--- config.mk ---
export PLATFORM = sky130hd
export DESIGN_NAME = cgi_slave_port
export DESIGN_NICKNAME = d
export VERILOG_FILES = /design/src/hdl/cgi_pkg.sv /design/src/hdl/cgi_slave_port.sv
export VERILOG_INCLUDE_DIRS = /design/src /design/src/hdl
export SDC_FILE = /design/constraint.sdc
export NUM_CORES = 2
export LEC_CHECK = 0
export BUFFER_PORTS_ARGS = -buffer_cell sky130_fd_sc_hd__clkbuf_2
export CORE_UTILIZATION = 50
export CTS_CLUSTER_DIAMETER = 60
export CTS_CLUSTER_SIZE = 12
export DETAILED_ROUTE_END_ITERATION = 12
export GPL_ROUTABILITY_DRIVEN = 0
export PLACE_DENSITY = 0.74
export SETUP_SLACK_MARGIN = 0.3
export SLEW_MARGIN = 40
export SYNTH_ARGS = -nofsm -noshare
export SYNTH_HDL_FRONTEND = slang
export SYNTH_SLANG_ARGS = --single-unit
--- constraint.sdc ---
create_clock -name clk_sys -period 8.5 [get_ports clk_sys]
set_input_delay 0.85 -clock clk_sys [delete_from_list [all_inputs] [get_ports clk_sys]]
set_output_delay 0.85 -clock clk_sys [all_outputs]
set_load 0.01 [all_outputs]
--- src/hdl/cgi_params.svh ---
// Constants of the two-wire slave port of the clock generator.
// Assumes a 20 MHz system clock; included by the package and the port.
`ifndef CGI_PARAMS_SVH
`define CGI_PARAMS_SVH
`define CGI_ADDR_HI 6'h38
`define CGI_CLK_MHZ 20
`define CGI_TIMEOUT_US 25000
`define CGI_TIMEOUT_CYC (`CGI_TIMEOUT_US * `CGI_CLK_MHZ)
`define CGI_LOWV_REG 8'h1b
`define CGI_LOWV_BIT 7
`define CGI_REG_RST 8'h00
`endif

--- src/hdl/cgi_pkg.sv ---
// Types of the two-wire slave port: phase enum, pin group, state struct.
// Assumes cgi_params.svh is on the include path.
`include "cgi_params.svh"
package cgi_pkg;
  typedef enum logic [2:0] {
    PH_IDLE = 3'b000,
    PH_ADDR = 3'b001,
    PH_REG = 3'b010,
    PH_WDATA = 3'b011,
    PH_RDATA = 3'b100,
    PH_ACK = 3'b101,
    PH_RACK = 3'b110
  } cgi_phase_t;
  typedef struct packed {
    logic sdaIn;
    logic sdaOut;
    logic sdaOe;
  } cgi_sda_t;
  typedef struct packed {
    cgi_phase_t phase;
    cgi_phase_t nextPh;
    logic [7:0] shift;
    logic [3:0] bitCnt;
    logic readDir;
    logic [7:0] regAddr;
    logic sdaLow;
    logic lowVolt;
    logic [31:0] toCnt;
    logic [1:0] sclSync;
    logic [1:0] sdaSync;
    logic [1:0] selSync;
    logic sclPrev;
    logic sdaPrev;
  } cgi_state_t;
endpackage

--- src/hdl/cgi_slave_port.sv ---
// Two-wire slave port: address match, register pointer, byte writes
// and reads into a 256-byte configuration store, SDA stall timeout.
// Assumes SCL and SDA arrive asynchronously from open-drain wires.
`timescale 1ns/1ns
`include "cgi_params.svh"
module cgi_slave_port #(
  parameter int TimeoutCyc = `CGI_TIMEOUT_CYC
) (
  input wire logic clk_sys,
  input wire logic rst,
  input wire logic sclPin,
  input wire cgi_pkg::cgi_sda_t sdaPin,
  output logic sdaOut,
  output logic sdaOe,
  input wire logic addrSelPin,
  output logic lowVoltMode,
  output logic wrStrobe,
  output logic [7:0] wrAddr,
  output logic [7:0] wrData
);
  cgi_pkg::cgi_state_t st_r;
  cgi_pkg::cgi_state_t st_nxt;
  logic [7:0] mem [0:255];
  logic sclRise;
  logic sclFall;
  logic startCond;
  logic stopCond;
  logic sclS;
  logic sdaS;
  logic selS;
  logic addrMatch;
  logic wrEn_nxt;
  logic wrEn_r;
  logic [7:0] wa_r;
  logic [7:0] wd_r;

  // oversampled bus edges
  // Edges from the second synchroniser stage only
  assign sclS = st_r.sclSync[1];
  assign sdaS = st_r.sdaSync[1];
  assign selS = st_r.selSync[1];
  assign sclRise = sclS & ~st_r.sclPrev;
  assign sclFall = ~sclS & st_r.sclPrev;
  assign startCond = sclS & st_r.sclPrev & st_r.sdaPrev & ~sdaS;
  assign stopCond = sclS & st_r.sclPrev & ~st_r.sdaPrev & sdaS;

  // 70h or 71h by select pin
  // Whole byte in: address in bits 7..1, direction in bit 0
  assign addrMatch = (st_r.shift[7:2] == `CGI_ADDR_HI) &&
                     (st_r.shift[1] == selS);

  // only the data line is ever driven
  assign sdaOut = 1'b0;
  assign sdaOe = st_r.sdaLow;
  assign lowVoltMode = st_r.lowVolt;
  assign wrStrobe = wrEn_r;
  assign wrAddr = wa_r;
  assign wrData = wd_r;

  // Protocol state machine, one step per clk_sys cycle; bits move on SCL edges
  always_comb begin
    st_nxt = st_r;
    wrEn_nxt = 1'b0;
    st_nxt.sclSync = {st_r.sclSync[0], sclPin};
    st_nxt.sdaSync = {st_r.sdaSync[0], sdaPin.sdaIn};
    st_nxt.selSync = {st_r.selSync[0], addrSelPin};
    st_nxt.sclPrev = sclS;
    st_nxt.sdaPrev = sdaS;
    // count while data line held low
    if (sdaS) begin
      st_nxt.toCnt = 32'h0;
    end else if (st_r.toCnt != 32'hffffffff) begin
      st_nxt.toCnt = st_r.toCnt + 32'h1;
    end
    if (startCond) begin
      st_nxt.phase = cgi_pkg::PH_ADDR;
      st_nxt.bitCnt = 4'h0;
      st_nxt.sdaLow = 1'b0;
    end else if (stopCond) begin
      st_nxt.phase = cgi_pkg::PH_IDLE;
      st_nxt.sdaLow = 1'b0;
    end else if (st_r.toCnt >= 32'(TimeoutCyc)) begin
      st_nxt.phase = cgi_pkg::PH_IDLE;
      st_nxt.sdaLow = 1'b0;
      st_nxt.toCnt = 32'h0;
    end else begin
      unique case (st_r.phase)
        cgi_pkg::PH_IDLE: begin
        end
        cgi_pkg::PH_ADDR, cgi_pkg::PH_REG, cgi_pkg::PH_WDATA: begin
          if (sclRise) begin
            st_nxt.shift = {st_r.shift[6:0], sdaS};
            st_nxt.bitCnt = st_r.bitCnt + 4'h1;
          end
          if (sclFall && st_r.bitCnt == 4'h8) begin
            st_nxt.bitCnt = 4'h0;
            st_nxt.phase = cgi_pkg::PH_ACK;
            st_nxt.sdaLow = 1'b1;
            if (st_r.phase == cgi_pkg::PH_ADDR) begin
              st_nxt.readDir = st_r.shift[0];
              if (!addrMatch) begin
                st_nxt.phase = cgi_pkg::PH_IDLE;
                st_nxt.sdaLow = 1'b0;
              end
              st_nxt.nextPh = st_r.shift[0] ? cgi_pkg::PH_RDATA
                                            : cgi_pkg::PH_REG;
            end else if (st_r.phase == cgi_pkg::PH_REG) begin
              st_nxt.regAddr = st_r.shift;
              st_nxt.nextPh = cgi_pkg::PH_WDATA;
            end else begin
              // data byte to pointer, then advance
              wrEn_nxt = 1'b1;
              if (st_r.regAddr == `CGI_LOWV_REG) begin
                st_nxt.lowVolt = st_r.shift[`CGI_LOWV_BIT];
              end
              st_nxt.regAddr = st_r.regAddr + 8'h1;
              st_nxt.nextPh = cgi_pkg::PH_WDATA;
            end
          end
        end
        cgi_pkg::PH_ACK: begin
          // Release after ack clock; preload read byte
          if (sclFall) begin
            st_nxt.phase = st_r.nextPh;
            st_nxt.sdaLow = 1'b0;
            if (st_r.nextPh == cgi_pkg::PH_RDATA) begin
              st_nxt.shift = mem[st_r.regAddr];
              st_nxt.sdaLow = ~mem[st_r.regAddr][7];
              st_nxt.bitCnt = 4'h1;
            end
          end
        end
        cgi_pkg::PH_RDATA: begin
          // drive MSB first, change on falling SCL
          if (sclFall) begin
            if (st_r.bitCnt == 4'h8) begin
              st_nxt.phase = cgi_pkg::PH_RACK;
              st_nxt.sdaLow = 1'b0;
              st_nxt.regAddr = st_r.regAddr + 8'h1;
            end else begin
              st_nxt.shift = {st_r.shift[6:0], 1'b0};
              st_nxt.sdaLow = ~st_r.shift[6];
              st_nxt.bitCnt = st_r.bitCnt + 4'h1;
            end
          end
        end
        cgi_pkg::PH_RACK: begin
          // Master nack ends the read; ack preloads the next byte
          // at once, else its top bit would miss its clock
          if (sclRise) begin
            st_nxt.nextPh = sdaS ? cgi_pkg::PH_IDLE : cgi_pkg::PH_RDATA;
          end
          if (sclFall) begin
            st_nxt.phase = st_r.nextPh;
            if (st_r.nextPh == cgi_pkg::PH_RDATA) begin
              st_nxt.shift = mem[st_r.regAddr];
              st_nxt.sdaLow = ~mem[st_r.regAddr][7];
              st_nxt.bitCnt = 4'h1;
            end
          end
        end
        default: begin
          st_nxt.phase = cgi_pkg::PH_IDLE;
          st_nxt.sdaLow = 1'b0;
        end
      endcase
    end
  end

  // State register; reset clears the low-voltage bit, not the store
  always_ff @(posedge clk_sys or posedge rst) begin
    if (rst) begin
      st_r <= '0;
      st_r.sclSync <= 2'b11;
      st_r.sdaSync <= 2'b11;
      st_r.sclPrev <= 1'b1;
      st_r.sdaPrev <= 1'b1;
      wrEn_r <= 1'b0;
      wa_r <= 8'h00;
      wd_r <= 8'h00;
    end else begin
      st_r <= st_nxt;
      wrEn_r <= wrEn_nxt;
      if (wrEn_nxt) begin
        wa_r <= st_r.regAddr;
        wd_r <= st_r.shift;
      end
    end
  end

  // Store without reset; rewritten bytes read back
  always_ff @(posedge clk_sys) begin
    if (wrEn_nxt) begin
      mem[st_r.regAddr] <= st_r.shift;
    end
  end
endmodule // cgi_slave_port

After elaboration in Yosys (flattened, before gate mapping). Memory sizes are Yosys's and may differ from the RTL's. Index checks and enable logic that the tools add are counted.

Register bits: 86. RAM bits: 2048. Bits of input ports: 7. Output and inout port bits: 20. Memories kept: 1.

Add/sub/neg operators: 3. Order comparisons: 1. Eq/ne operators: 36. Multiplexer cells: 60. Bitwise gates (word level): 18. Reductions and logical operators: 17.

Memory list: mem (depth 256, bits a word 8, read ports 1, clocked after Yosys merged registers in 0, wr ports 1, line cgi_slave_port.sv:23) `logic [7:0] mem [0:255];`.

Operators with widths (number): $mux 32 (5); $mux 12 (5); $mux 3 (12); $pmux 12 s3 (1); $add 32x1->32 const B (1); $ge 32x19->1 const B (1); $ne 32x32->1 const B (1); $ne 5x5->1 const B (6); $mux 13 (2); $mux 1 (24); $mux 8 (3); $reduce_and 8->1 (3); $ne 2x2->1 const B (9); $reduce_and 6->1 (3); $pmux 8 s2 (1); $mux 15 (1); $eq 3x3->1 const B (4); $pmux 3 s4 (1); $not 1->1 (11); $mux 9 (1); $reduce_and 9->1 (1); $add 8x1->8 const B (1); $eq 8x5->1 const B (1); $ne 4x4->1 const B (2); other kinds (23) (35).

Depth between registers and ports, before layout.
Depth after elaboration: 10. Mapped depth: 14. Gate-level depth less buffers: 10.

Least setup slack after synthesis. OpenSTA, ideal clock, no wires.

Path kind: reg2reg. From: register st_r[61] (netlist bit). To: register st_r[66] (netlist bit). Arrival time: 4.650 ns. Data required time: 8.417 ns. Path slack: 3.767 ns. Stages on the path, launching flop included: 8. Cell sequence: dfrtp_1 -> and4_1 -> a41oi_1 -> nor2_1 -> a211oi_1 -> nor3_1 -> a31oi_1 -> o21ai_0.

Word-level cells in the longest chain between the ends: 9.

Ends and longest elaborated chain: from (decl) (line cgi_slave_port.sv:21) `cgi_pkg::cgi_state_t st_r;`; from (signal assigned) (line cgi_slave_port.sv:182) `st_r <= st_nxt;`; $eq 6x6->1 (no line); $logic_and 1x1->1 (line cgi_slave_port.sv:49) `` assign addrMatch = (st_r.shift[7:2] == `CGI_ADDR_HI) && ``; $mux 3 (line cgi_slave_port.sv:101) `if (!addrMatch) begin`; $mux 3 (line cgi_slave_port.sv:99) `if (st_r.phase == cgi_pkg::PH_ADDR) begin`; $mux 6 (line cgi_slave_port.sv:95) `if (sclFall && st_r.bitCnt == 4'h8) begin`; $pmux 3 s4 (line cgi_slave_port.sv:87) `unique case (st_r.phase)`; $mux 3 (line cgi_slave_port.sv:82) `end else if (st_r.toCnt >= 32'(TimeoutCyc)) begin`; $mux 3 (line cgi_slave_port.sv:79) `end else if (stopCond) begin`; $mux 3 (line cgi_slave_port.sv:75) `if (startCond) begin`.

No other way between the ends. The select of a mux whose other input is x is not followed. A chain may end at the register's enable or synchronous reset.

Worst setup path after layout.
From: register st_r[38] (netlist bit). To: memory mem[49][5] (enable).

Word-level cells in the longest chain between the ends: 6.

Ends and longest elaborated chain: $ge 32x19->1 (line cgi_slave_port.sv:82); $mux 1 (line cgi_slave_port.sv:82); $mux 1 (line cgi_slave_port.sv:79); $mux 1 (line cgi_slave_port.sv:75); $mux 1 (line cgi_slave_port.sv:193) `if (wrEn_nxt) begin`; $mux 1 (implied by the code) (line cgi_slave_port.sv:194) `mem[st_r.regAddr] <= st_r.shift;`; to (decl) (line cgi_slave_port.sv:23).

No other way between the ends.

==> summary.log <==
INFO  finish         final_cell_area=0.0920sqmm
INFO  yosys          synth-compound-area-share=1.38%
INFO  yosys          syn-num-nets=3908
INFO  routing        vias=40247
INFO  global_routing grt_pass1_vias=39870
INFO  global_routing grt_start_max_net_pins=209
INFO  clocking       postCtsSetupRepairBufs=0
INFO  yosys          synthDistinctLibCells=64
INFO  sta            setup-violations-final=0
INFO  finish         final_common_cell=edfxtp_1
INFO  sta            relSlewSlack=40.1%
INFO  setup_path     critical_path_source_type=flip-flop
INFO  power_and_ir_drop cellLeakagePower=27.2nW
INFO  clocking       clk_pin_slew=60ps
INFO  placed_design  dpl_cell_area=0.0864sqmm
INFO  setup_path     critical_path.n_buffers_inverters=2
INFO  flow_run       drv.max_cap_violation_count=0
INFO  clocking       cts-root-to-sink-buffers=3
INFO  worst_hold_path holdCritPathClass=in -> async
INFO  yosys          synth_edf_count=2048
INFO  routing        postRouteAntennaNets=0
INFO  outcome        status=finished, final reports clean
INFO  sta            fin_crit=5390ps
INFO  floorplanning  die_width=411um
INFO  finish         areaGrowthSynthToFinish=9.93%
INFO  setup_path     cpLargestDelayFamily=simple AND/OR/NAND/NOR gates
INFO  yosys          yosysSeqAreaShare=76.0%
INFO  sta            worst_tran_pin_value=897ps
INFO  power_and_ir_drop power.ir.vdd_worst=0.245mV
INFO  setup_path     max_stage_delay=790ps
INFO  yosys          synth.avg_cell_area=21.5squm
INFO  floorplanning  pin_count=27
INFO  sta            min_period_over_period=63.4%
INFO  clocking       clock_tree.root_cell=clkbuf_16
INFO  sta            timing.clock.skew=52.5ps
INFO  placed_design  place.detailed.hpwl=113000um
INFO  finish         commonest_non_fill_non_tap_cells_in_the_layout=2048 x edfxtp_1, 606 x mux4_2, 277 x nor2_1, 198 x clkbuf_16, 70 x mux2i_1
INFO  floorplanning  die_height=411um
INFO  yosys          syn-instance-count=3893
INFO  routing        via_per_inst=6.46
INFO  global_routing grt_pass1_wl=282000um
INFO  yosys          combinational_family_with_the_most_area_after_synthesis=multiplexers
INFO  sta            report.final.hold_viol_count=0
INFO  routing        first_iter_violations=5482
INFO  setup_path     worst-path-max-fanout=25
INFO  floorplanning  fp.coreArea=0.166sqmm
INFO  routing        drt-wirelength-per-cell=31.0um
INFO  yosys          share_of_synthesized_cell_area_in_full_adder_half_adder_and_majority_cells=0.120%
INFO  setup_path     critical_path.most_common_cell=buf_4
INFO  sta            drv_slew=0
INFO  setup_path     cp_data_arrival_time=5840ps
INFO  global_routing antenna_found_initial=3
INFO  clocking       clkLatencyLatePin=840ps
INFO  setup_path     crit_path_cell_trace=or4_1, nor4_1, nand3_1, nor3_4, buf_4, nand3_2, buf_4, nor2_1
INFO  yosys          yosys_warnings=0
INFO  sta            tns=0ps
INFO  setup_path     timing.setup.critical_path_class=reg -> reg
INFO  power_and_ir_drop total_power_per_unit_cell_area=234mW/mm^2
INFO  routing        drt_drc_violations_left=0
INFO  placed_design  placement.io_buffers=23
INFO  global_routing track_usage=23.2%
INFO  floorplanning  die_area=0.169sqmm
INFO  yosys          synth-main-ff-cell=edfxtp_1
INFO  setup_path     critPathRequiredTime=8950ps
INFO  clocking       tritoncts.num_buffers=197
INFO  clocking       htreeDepth=4
INFO  finish         share_of_cells_above_drive_strength_1=26.1%
INFO  yosys          mux_cell_area_share_after_synthesis=17.5%
INFO  floorplanning  fp-row-count=149
INFO  routing        postRouteWirelength=193000um
INFO  finish         fill_cells=11895
INFO  setup_path     endpoint_kind=flip-flop
INFO  yosys          netlist_area=0.0837sqmm
INFO  clocking       tritoncts_clock_tree=built
INFO  clocking       postCtsHoldBufs=0
INFO  yosys          yosys_register_bits=2133
INFO  setup_path     worst_path_max_delay_cell=nand3_2
INFO  clocking       quantity_of_gates_resized_following_cts=0
INFO  routing        dr.pass1.iters=6
INFO  floorplanning  floorplan.initialDensity=50.6%
INFO  yosys          synth-simple-area-share=3.19%
INFO  yosys          yosys.area_share.xor_xnor=0.293%
INFO  clocking       numClockSinks=2133
INFO  sta            rsz0062_at_grt=no
INFO  global_routing remaining_overflow_grt=0
INFO  sta            timing.fmax=186MHz
INFO  yosys          asyncSetResetFlopFracSynth=3.98%
INFO  finish         final_net_count=3987
state kept, by name, indices dropped and copies added (netlist names):
signal and count:
wrData 8, st_nxt 3, sdaOe 1, lowVoltMode 1, wrStrobe 1, wrAddr 8
sdaS 1, selS 1, sclS 1, st_r 60, mem 2048
path summary, 6_finish.rpt:
kind,start,end,slack (ps),depth (start not counted)
worst max-delay path,st_r[38],mem[49][5],3110,8
worst min-delay path,rst,st_r[30],80,2
worst max register to register,st_r[38],mem[49][5],3110,8
worst min register to register,st_nxt[3],selS,360,0
max in group asynchronous,rst,st_r[59],7370,3
min in group clk_sys,sclPin,st_nxt[7],100,1
power by group:
group / internal [mW] / leakage (nW) / switching, mW / total (mW)
sequential: 12.4 / 19.6 / 0.240 / 12.7
clock: 4.22 / 2.62 / 3.64 / 7.86
combinational: 0.123 / 5.01 / 0.865 / 0.989
total: 16.8 / 27.2 / 4.75 / 21.5
kinds of logic (layout without fill, tap and decap cells):
kind of cell,Yosys count,after routing
AOI/OAI and AO/OA,178,178
xor gates and xnor gates,28,28
adders and majority gates,8,8
buffers and inverters,246,394
DFF,2133,2133
muxes,702,702
other,1,2
and+or+nand+nor,597,597
cells in the mapped netlist, drive strengths merged (9+ instances only):
| master | number | area share (%) |
|---|---|---|
| and2 | 9 | 0.067 |
| nor3 | 24 | 0.15 |
| inv | 16 | 0.072 |
| o21ai | 41 | 0.25 |
| nor2b | 25 | 0.19 |
| a211oi | 11 | 0.099 |
| buf | 110 | 0.88 |
| nand4 | 21 | 0.16 |
| mux2 | 26 | 0.35 |
| nor2 | 323 | 1.4 |
| xor2 | 20 | 0.21 |
| dfrtp | 79 | 2.4 |
| mux4 | 606 | 16 |
| nor4 | 11 | 0.082 |
| nand3 | 72 | 0.43 |
| nand2b | 14 | 0.10 |
| mux2i | 70 | 0.84 |
| o22ai | 15 | 0.11 |
| nand2 | 67 | 0.30 |
| clkbuf | 118 | 0.53 |
| a31oi | 12 | 0.090 |
| edfxtp | 2048 | 73 |
| a21oi | 40 | 0.24 |
layout make-up:
class	instances	area, sq um	area share, %
sequential	2133	63700	69.2
multi-input combinational	1514	19100	20.7
tap	2189	2740	2.98
inverter	18	70.1	0.0761
clock inverter	18	253	0.275
clock buffer	250	5150	5.60
antenna	1	2.50	0.00272
timing repair buffer	108	1060	1.15
worst reg2reg max path, delay by kind of cell (launching register included):
| family | cells | cell delay (ps) |
|---|---|---|
| buffers and inverters | 2 | 1060 |
| flip-flops | 1 | 420 |
| AND/OR/NAND/NOR | 6 | 3530 |
routing by layer:
metal	up-vias	GRT usage, %	part of all wire (%)
met1	21206	32.6	38
met5	-	0	0.050
met4	4	8.71	3.8
met2	2369	35.3	47
met3	392	5.80	11
li1	16276	-	-
through the flow:
stage / setup WS, ps / util, % / hold slack, ps / power [mW] / cells
finish: 3110 / 55.6 / 75.7 / 21.5 / 6231
global route: 3010 / 55.6 / 61.5 / 22.1 / 6230
CTS: 3190 / 55.5 / 38.2 / 21.6 / 6227
detailed placement: 3220 / 52.2 / 343 / 13.9 / 5959
global placement: 3140 / 52.1 / 344 / 13.7 / 5955
floorplan: 3770 / - / 331 / 13.4 / 3893
Note: power is estimated with default switching activity, not from simulation.
